### src/verilog/agdet_pkg.sv
// Shared constants and carrier types of the acquisition gate block.
// Assumes one clock domain; register indices sit on a plain port.
package agdet_pkg;
    // Register indices
    localparam logic [3:0] REG_CFG = 4'h0;
    localparam logic [3:0] REG_VALUE = 4'h1;
    localparam logic [3:0] REG_SWCFG = 4'h2;
    localparam logic [3:0] REG_UNITMAP = 4'h3;
    localparam logic [3:0] REG_PRESET = 4'h4;
    localparam logic [3:0] REG_CMD = 4'h5;
    localparam logic [3:0] REG_STATUS = 4'h6;
    localparam logic [3:0] REG_SWCOUNT = 4'h7;
    // Digital port configuration word
    localparam int CFG_W = 12;
    localparam int CFG_STATUS = 0;
    localparam int CFG_VALUE = 1;
    localparam int CFG_INVERT = 2;
    localparam int CFG_PUSHPULL = 3;
    localparam int CFG_TRIG_LSB = 4;
    localparam int CFG_GATE_WATCH = 8;
    localparam int CFG_GATE_RAISE = 9;
    localparam int CFG_GATE_DROP = 10;
    localparam int CFG_CLR_REARM = 11;
    // Sweep configuration word
    localparam int SWC_W = 8;
    localparam int SWC_PRESET_EN = 2;
    localparam int SWC_WRAP = 6;
    localparam int SWC_MARK = 7;
    // Command word
    localparam int CMD_START_LSB = 0;
    localparam int CMD_STOP_LSB = 4;
    localparam int CMD_ERASE_LSB = 8;
    // Unit map nibble: system, active, four-input
    localparam int UM_W = 4;
    localparam int UM_SYS_LSB = 0;
    localparam int UM_ACTIVE = 2;
    localparam int UM_FOUR = 3;
    localparam logic [UM_W-1:0] UM_RST = 4'h4;
    // Port and systems
    localparam int SYS_N = 4;
    localparam int DIO_W = 8;
    localparam int TRIG_PIN_LSB = 4;
    localparam logic [DIO_W-1:0] STATUS_MASK = 8'h0F;
    localparam logic [DIO_W-1:0] VALUE_MASK = 8'hFF;
    // Start marker words
    localparam logic [31:0] MARK_COARSE = 32'hC0000000;
    localparam logic [31:0] MARK_FINE = 32'h80000000;

    typedef struct packed {
        logic [SYS_N-1:0] start;
        logic [SYS_N-1:0] stop;
        logic [SYS_N-1:0] erase;
    } agdet_cmd_t;

    typedef struct packed {
        logic valid;
        logic [1:0] chan;
        logic [30:0] stamp;
    } agdet_evin_t;

    typedef struct packed {
        logic valid;
        logic [31:0] word;
    } agdet_evw_t;
endpackage

### src/verilog/agdet_sys_ctrl.sv
// Run controller of one system: plain start, or armed start by trigger.
// Assumes trig_act is synchronised and already polarity corrected.
`timescale 1ns/100ps
module agdet_sys_ctrl
    import agdet_pkg::*;
(
    input wire logic clk_sys,
    input wire logic resetn,
    input wire logic cmd_start,
    input wire logic cmd_stop,
    input wire logic preset_hit,
    input wire logic trig_en,
    input wire logic trig_act,
    input wire logic clr_on_arm,
    output logic running,
    output logic armed,
    output logic clear_pulse,
    output logic halt_pulse
);
    typedef enum logic [1:0] {SYS_IDLE, SYS_ARMED, SYS_CLEAR, SYS_RUN} agdet_sys_state_t;
    agdet_sys_state_t state, next_state;
    logic ext_mode, trig_prev, trig_fall, arm_clear;

    assign trig_fall = trig_act & ~trig_prev;

    // Next state; stop beats preset, preset beats trigger
    always_comb begin
        next_state = state;
        arm_clear = 1'b0;
        unique case (state)
            SYS_IDLE: begin
                if (cmd_start && !cmd_stop) begin
                    if (trig_en) begin
                        next_state = SYS_ARMED;
                        arm_clear = clr_on_arm;
                    end else begin
                        next_state = SYS_CLEAR;
                    end
                end
            end
            SYS_ARMED: begin
                if (cmd_stop) begin
                    next_state = SYS_IDLE;
                end else if (trig_fall) begin
                    next_state = SYS_CLEAR;
                end
            end
            SYS_CLEAR: begin
                next_state = cmd_stop ? SYS_IDLE : SYS_RUN;
            end
            SYS_RUN: begin
                if (cmd_stop || preset_hit) begin
                    next_state = SYS_IDLE;
                end else if (ext_mode && !trig_act) begin
                    next_state = SYS_ARMED;
                end
            end
        endcase
    end

    // State and registered outputs
    always_ff @(posedge clk_sys or negedge resetn) begin
        if (!resetn) begin
            state <= SYS_IDLE;
            running <= 1'b0;
            armed <= 1'b0;
            clear_pulse <= 1'b0;
            halt_pulse <= 1'b0;
        end else begin
            state <= next_state;
            running <= next_state == SYS_RUN;
            armed <= next_state == SYS_ARMED;
            clear_pulse <= (next_state == SYS_CLEAR) | arm_clear;
            halt_pulse <= (state == SYS_RUN) && (next_state != SYS_RUN);
        end
    end

    // Trigger history and latched start kind
    always_ff @(posedge clk_sys or negedge resetn) begin
        if (!resetn) begin
            trig_prev <= 1'b0;
            ext_mode <= 1'b0;
        end else begin
            trig_prev <= trig_act;
            if (state == SYS_IDLE && cmd_start) begin
                ext_mode <= trig_en;
            end
        end
    end
endmodule

### src/verilog/agdet_top.sv
// Acquisition control: digital port, external triggers, gate line,
// system grouping of units and event word tagging with start markers.
// Assumes sweep and event strobes come from logic on clk_sys.
//
// Contract
// - Status mode: status pin high while the system runs, low otherwise.
// - Invert option flips status and value levels on the port.
// - Value mode drives the programmable 8-bit value on the port.
// - Value mode adds one to the port value at each acquisition stop.
// - Port drive selectable between push-pull and open-drain.
// - Digital inputs 4 to 7 serve as start triggers of systems 1 to 4.
// - With trigger enabled, start only arms and watches the trigger level.
// - Armed: high-to-low trigger edge clears data, then starts acquisition.
// - Trigger return stops acquisition, rearms; invert swaps polarity.
// - Stop command ends trigger monitoring of that system.
// - Up to four unit groups obey one start, stop or erase together.
// - Gate line gates acquisition: watch, raise at start, drop at preset.
// - Drop option pulls gate low at once when sweep preset is reached.
// - Each unit runs two-input fine or four-input coarse mode.
// - Fine mode: bit 31 alone names input one or two.
// - Coarse mode: bits 31 and 30 name inputs one to four.
// - Start marker is C0000000h coarse, 80000000h fine.
// - Wrap-around mode emits exactly one start marker per run.
// - Events between two markers belong to one sweep.
// - Port configuration word bits 0 to 11 hold the listed options.
// - Marker option inserts a marker word at each sweep start.
//
// The implementer's own choices: the placing of the registers and the plain strobed port.
`timescale 1ns/100ps
module agdet_top
    import agdet_pkg::*;
#(
    parameter int N_UNITS = 4
) (
    input wire logic clk_sys,
    input wire logic resetn,
    input wire logic [3:0] reg_addr,
    input wire logic [31:0] reg_wdata,
    input wire logic reg_wr,
    input wire logic reg_rd,
    output logic [31:0] reg_rdata,
    input wire logic [DIO_W-1:0] dio_in,
    output logic [DIO_W-1:0] dio_o,
    output logic [DIO_W-1:0] dio_oe,
    input wire logic gate_in,
    output logic gate_o,
    output logic gate_oe,
    input wire logic sweep_start,
    input wire logic sweep_done,
    input wire agdet_evin_t ev_in,
    output logic ev_ready,
    output agdet_evw_t ev_out,
    output logic [N_UNITS-1:0] unit_run,
    output logic [N_UNITS-1:0] unit_clear,
    output logic [N_UNITS-1:0] unit_four_input
);
    logic [CFG_W-1:0] cfg;
    logic [7:0] value;
    logic [SWC_W-1:0] swcfg;
    logic [N_UNITS*UM_W-1:0] unit_map;
    logic [31:0] preset;
    logic [31:0] sweep_cnt;
    agdet_cmd_t cmd;
    logic [DIO_W-1:0] dio_meta, dio_sync;
    logic gate_meta, gate_sync;
    logic [SYS_N-1:0] trig_en, trig_act, sys_hit;
    logic [SYS_N-1:0] sys_run, sys_armed, sys_clear, sys_halt;
    logic [1:0] sys_a;
    logic a_active, four_a, run_a, run_a_d, halt_a, preset_hit;
    logic step_value_on_halt, gate_raise_on_run, gate_drop_on_preset, gate_monitor_enable;
    logic gate_ok, accept, mark_fire, mark_sent, pend;
    logic [31:0] ev_word, mark_word, pend_word, next_rdata;
    logic [DIO_W-1:0] next_level, next_mask;

    // Field of one unit in the unit map
    function automatic logic [1:0] unit_sys(input logic [N_UNITS*UM_W-1:0] map, input int u);
        return map[u*UM_W+UM_SYS_LSB +: 2];
    endfunction

    function automatic logic unit_flag(input logic [N_UNITS*UM_W-1:0] map, input int u, input int b);
        return map[u*UM_W+b];
    endfunction

    // Option bits of the port configuration word
    assign step_value_on_halt = cfg[CFG_VALUE];
    assign gate_monitor_enable = cfg[CFG_GATE_WATCH];
    assign gate_raise_on_run = cfg[CFG_GATE_RAISE];
    assign gate_drop_on_preset = cfg[CFG_GATE_DROP];

    // Two-stage synchronisers for pins from outside
    always_ff @(posedge clk_sys or negedge resetn) begin
        if (!resetn) begin
            dio_meta <= '1; // Idle at the pull-up level, no false trigger edge
            dio_sync <= '1;
            gate_meta <= 1'b0;
            gate_sync <= 1'b0;
        end else begin
            dio_meta <= dio_in;
            dio_sync <= dio_meta;
            gate_meta <= gate_in;
            gate_sync <= gate_meta;
        end
    end

    // Command word decode, one-cycle pulses
    always_comb begin
        cmd = '0;
        if (reg_wr && reg_addr == REG_CMD) begin
            cmd.start = reg_wdata[CMD_START_LSB +: SYS_N];
            cmd.stop = reg_wdata[CMD_STOP_LSB +: SYS_N];
            cmd.erase = reg_wdata[CMD_ERASE_LSB +: SYS_N];
        end
    end

    // Register writes
    always_ff @(posedge clk_sys or negedge resetn) begin
        if (!resetn) begin
            cfg <= '0;
            swcfg <= '0;
            preset <= '0;
            unit_map <= {{(N_UNITS*UM_W-UM_W){1'b0}}, UM_RST};
        end else if (reg_wr) begin
            if (reg_addr == REG_CFG) begin
                cfg <= reg_wdata[CFG_W-1:0];
            end
            if (reg_addr == REG_SWCFG) begin
                swcfg <= reg_wdata[SWC_W-1:0];
            end
            if (reg_addr == REG_PRESET) begin
                preset <= reg_wdata;
            end
            if (reg_addr == REG_UNITMAP) begin
                unit_map <= reg_wdata[N_UNITS*UM_W-1:0];
            end
        end
    end

    // Unit A drives preset, port value and event tagging
    assign sys_a = unit_sys(unit_map, 0);
    assign a_active = unit_flag(unit_map, 0, UM_ACTIVE);
    assign four_a = unit_flag(unit_map, 0, UM_FOUR);
    assign run_a = a_active & sys_run[sys_a];
    assign halt_a = a_active & sys_halt[sys_a];

    // One controller per system, each with its own trigger pin
    for (genvar s = 0; s < SYS_N; s++) begin : g_sys
        assign trig_en[s] = cfg[CFG_TRIG_LSB+s];
        assign trig_act[s] = cfg[CFG_INVERT] ? dio_sync[TRIG_PIN_LSB+s] : ~dio_sync[TRIG_PIN_LSB+s];
        assign sys_hit[s] = preset_hit && (sys_a == 2'(s));
        agdet_sys_ctrl u_ctrl (
            .clk_sys(clk_sys),
            .resetn(resetn),
            .cmd_start(cmd.start[s]),
            .cmd_stop(cmd.stop[s]),
            .preset_hit(sys_hit[s]),
            .trig_en(trig_en[s]),
            .trig_act(trig_act[s]),
            .clr_on_arm(cfg[CFG_CLR_REARM]),
            .running(sys_run[s]),
            .armed(sys_armed[s]),
            .clear_pulse(sys_clear[s]),
            .halt_pulse(sys_halt[s])
        );
    end

    // Units follow the system they are grouped into
    for (genvar u = 0; u < N_UNITS; u++) begin : g_unit
        always_ff @(posedge clk_sys or negedge resetn) begin
            if (!resetn) begin
                unit_run[u] <= 1'b0;
                unit_clear[u] <= 1'b0;
                unit_four_input[u] <= 1'b0;
            end else begin
                unit_run[u] <= unit_flag(unit_map, u, UM_ACTIVE) & sys_run[unit_sys(unit_map, u)];
                unit_clear[u] <= unit_flag(unit_map, u, UM_ACTIVE)
                    & (sys_clear[unit_sys(unit_map, u)] | cmd.erase[unit_sys(unit_map, u)]);
                unit_four_input[u] <= unit_flag(unit_map, u, UM_FOUR);
            end
        end
    end

    // Sweep preset: hit on the completion of the last counted sweep
    assign preset_hit = swcfg[SWC_PRESET_EN] && run_a && sweep_done && (preset != '0)
        && (sweep_cnt + 32'h00000001 == preset);

    always_ff @(posedge clk_sys or negedge resetn) begin
        if (!resetn) begin
            sweep_cnt <= '0;
        end else if (a_active && sys_clear[sys_a]) begin
            sweep_cnt <= '0;
        end else if (run_a && sweep_done) begin
            sweep_cnt <= sweep_cnt + 32'h00000001;
        end
    end

    // Port value; a write wins over the stop step
    always_ff @(posedge clk_sys or negedge resetn) begin
        if (!resetn) begin
            value <= '0;
        end else if (reg_wr && reg_addr == REG_VALUE) begin
            value <= reg_wdata[7:0];
        end else if (step_value_on_halt && halt_a) begin
            value <= value + 8'h01;
        end
    end

    // Port levels and drive mask; pins of enabled triggers are never driven
    always_comb begin
        next_level = '0;
        next_mask = '0;
        if (step_value_on_halt) begin
            next_level = value;
            next_mask = VALUE_MASK;
        end else if (cfg[CFG_STATUS]) begin
            next_level = {{(DIO_W-SYS_N){1'b0}}, sys_run};
            next_mask = STATUS_MASK;
        end
        next_level = next_level ^ {DIO_W{cfg[CFG_INVERT]}};
        next_mask = next_mask & ~{trig_en, {TRIG_PIN_LSB{1'b0}}};
    end

    // Push-pull drives both levels, open drain only pulls low
    always_ff @(posedge clk_sys or negedge resetn) begin
        if (!resetn) begin
            dio_o <= '0;
            dio_oe <= '0;
        end else if (cfg[CFG_PUSHPULL]) begin
            dio_o <= next_level;
            dio_oe <= next_mask;
        end else begin
            dio_o <= '0;
            dio_oe <= next_mask & ~next_level;
        end
    end

    // Gate line drive: raise at run start, pull low at preset, free at stop
    always_ff @(posedge clk_sys or negedge resetn) begin
        if (!resetn) begin
            run_a_d <= 1'b0;
            gate_o <= 1'b0;
            gate_oe <= 1'b0;
        end else begin
            run_a_d <= run_a;
            if (preset_hit && gate_drop_on_preset) begin
                gate_o <= 1'b0;
                gate_oe <= 1'b1;
            end else if (run_a && !run_a_d && gate_raise_on_run) begin
                gate_o <= 1'b1;
                gate_oe <= 1'b1;
            end else if (cmd.stop[sys_a]) begin
                gate_o <= 1'b0;
                gate_oe <= 1'b0;
            end
        end
    end

    // Event acceptance under the gate and tagging by unit mode
    assign gate_ok = !gate_monitor_enable || gate_sync;
    assign ev_ready = !pend;
    assign accept = ev_in.valid && !pend && run_a && gate_ok;
    assign ev_word = four_a ? {ev_in.chan[1], ev_in.chan[0], ev_in.stamp[29:0]}
        : {ev_in.chan[0], ev_in.stamp};
    assign mark_word = four_a ? MARK_COARSE : MARK_FINE;
    assign mark_fire = swcfg[SWC_MARK] && run_a && sweep_start
        && !(swcfg[SWC_WRAP] && mark_sent);

    // Marker history of the current run; a new marker wins over the clear
    always_ff @(posedge clk_sys or negedge resetn) begin
        if (!resetn) begin
            mark_sent <= 1'b0;
        end else if (mark_fire) begin
            mark_sent <= 1'b1;
        end else if (!run_a) begin
            mark_sent <= 1'b0;
        end
    end

    // Output stream; an event beside a marker is held one cycle behind it
    always_ff @(posedge clk_sys or negedge resetn) begin
        if (!resetn) begin
            ev_out <= '0;
            pend <= 1'b0;
            pend_word <= '0;
        end else if (mark_fire) begin
            ev_out <= {1'b1, mark_word};
            pend <= accept;
            pend_word <= ev_word;
        end else if (pend) begin
            ev_out <= {1'b1, pend_word};
            pend <= 1'b0;
        end else begin
            ev_out <= {accept, ev_word};
        end
    end

    // Read mux, data stand only in the cycle after the strobe
    always_comb begin
        next_rdata = '0;
        unique case (reg_addr)
            REG_CFG: next_rdata[CFG_W-1:0] = cfg;
            REG_VALUE: next_rdata[7:0] = value;
            REG_SWCFG: next_rdata[SWC_W-1:0] = swcfg;
            REG_UNITMAP: next_rdata[N_UNITS*UM_W-1:0] = unit_map;
            REG_PRESET: next_rdata = preset;
            REG_STATUS: next_rdata[2*SYS_N-1:0] = {sys_armed, sys_run};
            REG_SWCOUNT: next_rdata = sweep_cnt;
            default: next_rdata = '0;
        endcase
    end

    always_ff @(posedge clk_sys or negedge resetn) begin
        if (!resetn) begin
            reg_rdata <= '0;
        end else begin
            reg_rdata <= reg_rd ? next_rdata : '0;
        end
    end
endmodule

### config.mk
export PLATFORM = sky130hd
export DESIGN_NAME = agdet_top
export DESIGN_NICKNAME = d
export VERILOG_FILES = /design/src/verilog/agdet_pkg.sv /design/src/verilog/agdet_sys_ctrl.sv /design/src/verilog/agdet_top.sv
export SDC_FILE = /design/constraint.sdc
export NUM_CORES = 1
export LEC_CHECK = 0
export BUFFER_PORTS_ARGS = -buffer_cell sky130_fd_sc_hd__buf_2
export CAP_MARGIN = 20
export CORE_MARGIN = 1.5
export CORE_UTILIZATION = 30
export CTS_BUF_LIST = sky130_fd_sc_hd__clkbuf_4 sky130_fd_sc_hd__clkbuf_8
export DETAILED_ROUTE_END_ITERATION = 7
export SKIP_CTS_REPAIR_TIMING = 1
export SLEW_MARGIN = 20
export SYNTH_ARGS = -nofsm -noshare
export SYNTH_HDL_FRONTEND = slang
export SYNTH_SLANG_ARGS = --single-unit
### constraint.sdc
create_clock -name clk_sys -period 2.9 [get_ports clk_sys]
set_input_delay 0.29 -clock clk_sys [delete_from_list [all_inputs] [get_ports clk_sys]]
set_output_delay 0.29 -clock clk_sys [all_outputs]
set_load 0.01 [all_outputs]
# [After elaboration in Yosys (flattened, before gate mapping)]
# Cells that the tools add are included.
[totals] regBits=287 in_bits=85 output_inout_bits=96
[op_classes] add_sub_neg=2 order_cmp=4 n_eq_ne=40 n_mux=103 bitwise=34 n_reduce_logical=70
[op_table] op="$mux 32" count=4
[op_table] op="$mux 33" count=2
[op_table] op="$mux 2" count=28
[op_table] op="$pmux 8 s7" count=1
[op_table] op="$mux 8" count=6
[op_table] op="$logic_and 1x1->1" count=39
[op_table] op="$mux 1" count=37
[op_table] op="$eq 2x2->1 const B" count=18
[op_table] op="$add 32x1->32 const B" count=1
[op_table] op="$eq 32x32->1" count=1
[op_table] op="$pmux 16 s2" count=1
[op_table] op="$pmux 2 s4" count=4
[op_table] op="$reduce_bool 32->1" count=1
[op_table] op="$mux 31" count=1
[op_table] op="$bmux 1 s2" count=14
[op_table] op="$eq 2x1->1 const B" count=9
[op_table] op="$and 8x8->8" count=2
[op_table] op="$eq 4x3->1 const B" count=4
[op_table] op="$not 8->8" count=2
[op_table] op="$pmux 4 s4" count=1
[op_table] op="$and 1x1->1" count=13
[op_table] op="$logic_not 1->1" count=12
[op_table] op="$lt 2x3->1 const B" count=4
[op_table] op="$mux 12" count=1
[op_table] op="16 further kinds" count=47

# [Depth between registers and ports, before layout]
[depth] depth_word=13 ltp_mapped=10

# [By module]
# A second synthesis with hierarchy kept.
[hier_totals] hier_cells=1279 hier_area_um2=13598.0
[modules_own_cells] mod="agdet_top" n_inst=1 cells_each=1151 area_each_um2=12136.6
[modules_own_cells] mod="agdet_sys_ctrl" n_inst=4 cells_each=32 area_each_um2=365.4

# [Least setup slack after synthesis]
# Ideal clock, no wire load.
[synth_path] path_kind="register -> register" start="register sweep_cnt[0]" end="register g_sys[3].u_ctrl.armed" arrival_ns=3.079 slack_ns=-0.324 path_stages_with_launch=11 n_path_buf=1 cell_sequence="dfrtp_1 ha_1 nand3_2 or4_1 buf_2 nor3_4 xnor2_1 a2111o_1 or4_4 nor4_4 o32ai_1"
[synth_via] elab_chain_len=8
[synth_lines] item="start: declaration" line_no="agdet_top.sv:62" source="logic [31:0] sweep_cnt;"
[synth_lines] item="start signal: assignment" line_no="agdet_top.sv:192" source="sweep_cnt <= sweep_cnt + 32'h00000001;"
[synth_lines] item="$add 32x1->32" line_no="agdet_top.sv:184" source="&& (sweep_cnt + 32'h00000001 == preset);"
[synth_lines] item="$eq 32x32->1" line_no="agdet_top.sv:184"
[synth_lines] item="$logic_and 1x1->1" line_no="agdet_top.sv:184"
[synth_lines] item="$logic_and 1x1->1" line_no="agdet_top.sv:149" source="assign sys_hit[s] = preset_hit && (sys_a == 2'(s));"
[synth_lines] item="$logic_or 1x1->1" line_no="agdet_sys_ctrl.sv:52" source="if (cmd_stop || preset_hit) begin"
[synth_lines] item="$mux 2" line_no="agdet_sys_ctrl.sv:52"
[synth_lines] item="$pmux 2 s4" line_no="agdet_sys_ctrl.sv:30" source="unique case (state)"
[synth_lines] item="$eq 2x1->1" line_no="agdet_sys_ctrl.sv:72" source="armed <= next_state == SYS_ARMED;"
[synth_lines] item="end signal: assignment" line_no="agdet_sys_ctrl.sv:66" source="armed <= 1'b0;"
[synth_lines] item="end signal: assignment" line_no="agdet_sys_ctrl.sv:72"
[synth_lines] item="end: declaration" line_no="agdet_sys_ctrl.sv:16" source="output logic armed,"
# Every way passes these cells.
# A chain may end at the register's enable or synchronous reset.

# [Final worst setup path]
[layout_path] start="register sweep_cnt[0]" end="register g_sys[2].u_ctrl.running"
[layout_via] elab_chain_len=8
[layout_lines] item="$add 32x1->32" line_no="agdet_top.sv:184"
[layout_lines] item="$eq 32x32->1" line_no="agdet_top.sv:184"
[layout_lines] item="$logic_and 1x1->1" line_no="agdet_top.sv:184"
[layout_lines] item="$logic_and 1x1->1" line_no="agdet_top.sv:149"
[layout_lines] item="$logic_or 1x1->1" line_no="agdet_sys_ctrl.sv:52"
[layout_lines] item="$mux 2" line_no="agdet_sys_ctrl.sv:52"
[layout_lines] item="$pmux 2 s4" line_no="agdet_sys_ctrl.sv:30"
[layout_lines] item="$eq 2x2->1" line_no="agdet_sys_ctrl.sv:71" source="running <= next_state == SYS_RUN;"
[layout_lines] item="end signal: assignment" line_no="agdet_sys_ctrl.sv:65" source="running <= 1'b0;"
[layout_lines] item="end signal: assignment" line_no="agdet_sys_ctrl.sv:71"
[layout_lines] item="end: declaration" line_no="agdet_sys_ctrl.sv:15" source="output logic running,"
# Every way passes these cells.

==> impl_metrics.csv <==
group,metric,value,unit
synthesis,synth_compound_area_share,11.7,%
synthesis,synthFlopType,"dfrtp_1",
synthesis,synth_simple_gate_area_share,18.2,%
grt,antenna_found_initial,4,
worst_setup_path,crit_type,"register to register",
flow_run,max-cap-violations,0,
timing,rsz0062_at_grt,"yes",
clock_network,cts_tree,"yes",
worst_setup_path,required,3.42,ns
clock_network,clock_sinks,279,
clock_network,numCtsBuffers,49,
routing,ant_nets,0,
synthesis,synthTopCellsByArea,"dfrtp_1, mux2_2, nand2_1",
final_layout,final-seq-area,7000,sq um
clock_network,root_buffer,"clkbuf_8",
worst_setup_path,r2r_setup_slack,-0.02,ns
clock_network,cts.path.max_buffers,3,
synthesis,ys_async_sr_fraction,100,%
grt,grt_usage,18.4,%
worst_setup_path,critPathArrivalTime,3.44,ns
routing,drtIter0Drc,822,
routing,wl,43300,microns
timing,clock.fmax,342,MHz
synthesis,synth-adder-area-share,0.184,%
pwr,leakagePower,8.08,nW
clock_network,cts_max_level,2,
final_layout,fin_cells,2283,
synthesis,syn-num-nets,1406,
floorplan,dieArea,46700,sq um
placed_design,dpl.hpwl,30800,microns
worst_setup_path,r2r-end,"g_sys[2].u_ctrl.running$_DFF_PN0_",
placed_design,place_inst,2114,
grt,globalRouteOverflowTotal,0,
synthesis,synth-seq-cells,279,
timing,timing.final.crit_share,101,%
routing,viasPerCell,5.05,
timing,min_period,2.92,ns
floorplan,fp.dieW,216,microns
clock_network,clk_latency,0.66,ns
timing,setup_viol,3,
final_layout,fin_area,17900,sq um
final_layout,fillers,4425,
synthesis,synthXorXnorAreaFrac,3.98,%
final_layout,final_common_cell,"dfrtp_1",
grt,grt_pass1_vias,11300,
synthesis,synth_area_per_cell,10.3,sq um
hold_path,hp-start,"reg_wdata[5]",
final_layout,multi_input_area,6390,sq um
synthesis,synth_cells,1319,
timing,worst_slack,-0.0209,ns
floorplan,io_pins,181,
timing,slew_headroom,41.1,%
hold_path,worstHoldPathCells,3,
worst_setup_path,reg2reg_from,"sweep_cnt[0]$_DFFE_PN0P_",
timing,maxSlewViolCount,0,
floorplan,core.rowCount,77,
pwr,worst_ir_drop_vdd,0.370,mV
final_layout,nets,1738,
clock_network,cts.reportedPaths.clkPinSlew,0.06,ns
status,violations,"negative setup slack",
worst_setup_path,worstPathMaxFanout,5,
synthesis,synth_top_family_by_area,"simple AND/OR/NAND/NOR gates",
timing,worst_slew_pin_slew,0.881,ns
routing,via_count,11500,
synthesis,synth_edf_count,0,
grt,grt_max_degree,72,
floorplan,fp.dieH,216,microns
worst_setup_path,reg2reg_depth,9,
pwr,power,12.6,mW
routing,wl_per_cell,19.0,microns
final_layout,drive_above_1_share,31.9,%
pwr,power_density,705,nW/um^2
hold_path,min_path_type,"input port to register",
synthesis,yosys.area.top_type,"dfrtp_1",
final_layout,layout_common_cells,"dfrtp_1, buf_2, nand2_1, buf_4, nor2_1",
routing,highest_layer,"met4",
routing,wl_met1,18900,microns
placed_design,io_buffers,176,
timing,skew,0.0604,ns
placed_design,gp_congestion,0.929,
synthesis,synth_cell_types,71,
final_layout,final_util,40.2,%
grt,grt_pass1_wl,66800,microns
synthesis,syn_area,13600,sq um
floorplan,core-area,44500,sq um
placed_design,placed_cell_area,16000,sq um
routing,wl_met3,2480,microns
worst_setup_path,cp-start-kind,"register",
final_layout,areaGrowthSynthToFinish,31.4,%
routing,route.met2.wl,20800,microns
synthesis,synth_top_area_share,49.6,%
worst_setup_path,crit_path_end_kind,"register",
synthesis,yosysSeqAreaShare,51.3,%
routing,drc_errors,0,
placed_design,pre_cts_slack,-0.135,ns
timing,hold_violations,0,
status,status,"finished, violations left",
hold_path,min_to,"value[5]$_DFFE_PN0P_",
routing,firstDrtPassIters,6,
synthesis,muxShareOfSynthArea,11.3,%
synthesis,synth.yosys.warnings,0,
floorplan,initial_core_util,30.6,%
==> worst max path at each step <==
stage	from	endpoint	slack, ns	cells past startpoint
after global routing	sweep_cnt[0]$_DFFE_PN0P_	g_sys[3].u_ctrl.armed$_DFF_PN0_	-0.12	11
after CTS	sweep_cnt[2]$_DFFE_PN0P_	g_sys[3].u_ctrl.armed$_DFF_PN0_	-0.13	8
after detailed placement	sweep_cnt[0]$_DFFE_PN0P_	g_sys[2].u_ctrl.running$_DFF_PN0_	-0.14	9
after floorplan	sweep_cnt[1]$_DFFE_PN0P_	g_sys[3].u_ctrl.armed$_DFF_PN0_	-0.04	10
final	sweep_cnt[0]$_DFFE_PN0P_	g_sys[2].u_ctrl.running$_DFF_PN0_	-0.02	9
after global placement	sweep_cnt[1]$_DFFE_PN0P_	g_sys[1].u_ctrl.running$_DFF_PN0_	-0.09	9
==> registers in the layout, indices dropped and copies added (netlist names), 12 cells and up <==
| register | flops |
|---|---|
| cfg | 12 |
| ev_out | 33 |
| pend_word | 32 |
| preset | 32 |
| reg_rdata | 32 |
| sweep_cnt | 32 |
| unit_map | 16 |
==> cell type report <==
class / count / share of cell area [%]
inverter: 17 / 0.356
tap: 592 / 4.14
antenna: 3 / 0.0419
clock inverter: 10 / 0.559
clock buffer: 78 / 5.26
sequential: 279 / 39.1
timing repair buffer: 375 / 14.9
multi-input combinational: 929 / 35.7
==> where the power goes <==
part	total, mW	leakage [nW]	switching, mW	internal, mW
Clock	3.84	0.558	1.68	2.15
Combinational	3.31	4.00	1.77	1.55
Sequential	5.49	3.53	0.771	4.72
Total	12.6	8.08	4.22	8.42
==> cells by family (layout without fill, tap and decap cells) <==
family	Yosys count	count (layout)
simple gates	494	494
flops	279	279
compound gates	240	240
mux	131	131
buf+inv	111	480
xor+xnor	62	62
fa+ha+maj	2	2
other cells	0	3
==> metal layers <==
metal  vias up  global-route usage [%]
li1       5374                       -
met1      5727                    24.5
met2       355                    29.9
met3        75                    4.22
met4         0                    5.72
met5         -                       0
==> cells in the mapped netlist (8+ instances only) <==
cell type	instances
dfrtp_1	270
nand2_1	174
nor2_1	114
mux2_2	77
clkbuf_1	70
o21ai_0	57
a21oi_1	50
mux2i_1	43
xnor2_1	41
a22oi_1	29
nand3_1	29
nor2b_1	28
and2_1	27
nor4_1	23
nand4_1	22
xor2_1	21
inv_1	17
o31ai_1	14
buf_1	13
a22o_1	12
mux4_2	11
nand2b_1	10
a222oi_1	9
a31oi_1	9
dfstp_2	9
and3_1	8
o22ai_1	8
or3_1	8
==> worst max-delay path: stages (launching register included) <==
cell and delay, ns:
dfrtp_2 0.40, ha_4 0.16, nand3_4 0.08, or4_4 0.55, nor3_4 0.17, xnor2_1 0.10
a2111o_1 0.36, or4_4 0.55, nor4_4 0.32, o22ai_1 0.12
==> stage by stage <==
stage / TNS, ns / hold WS, ns
2_1_floorplan: -0.470 / -0.00559
3_3_place_gp: -1.11 / 0.286
3_5_place_dp: -2.13 / 0.290
4_1_cts: -2.05 / -0.406
5_1_grt: -1.61 / 0.0177
6_report: -0.0294 / 0.0222
Power figures use the tool's default switching activity.
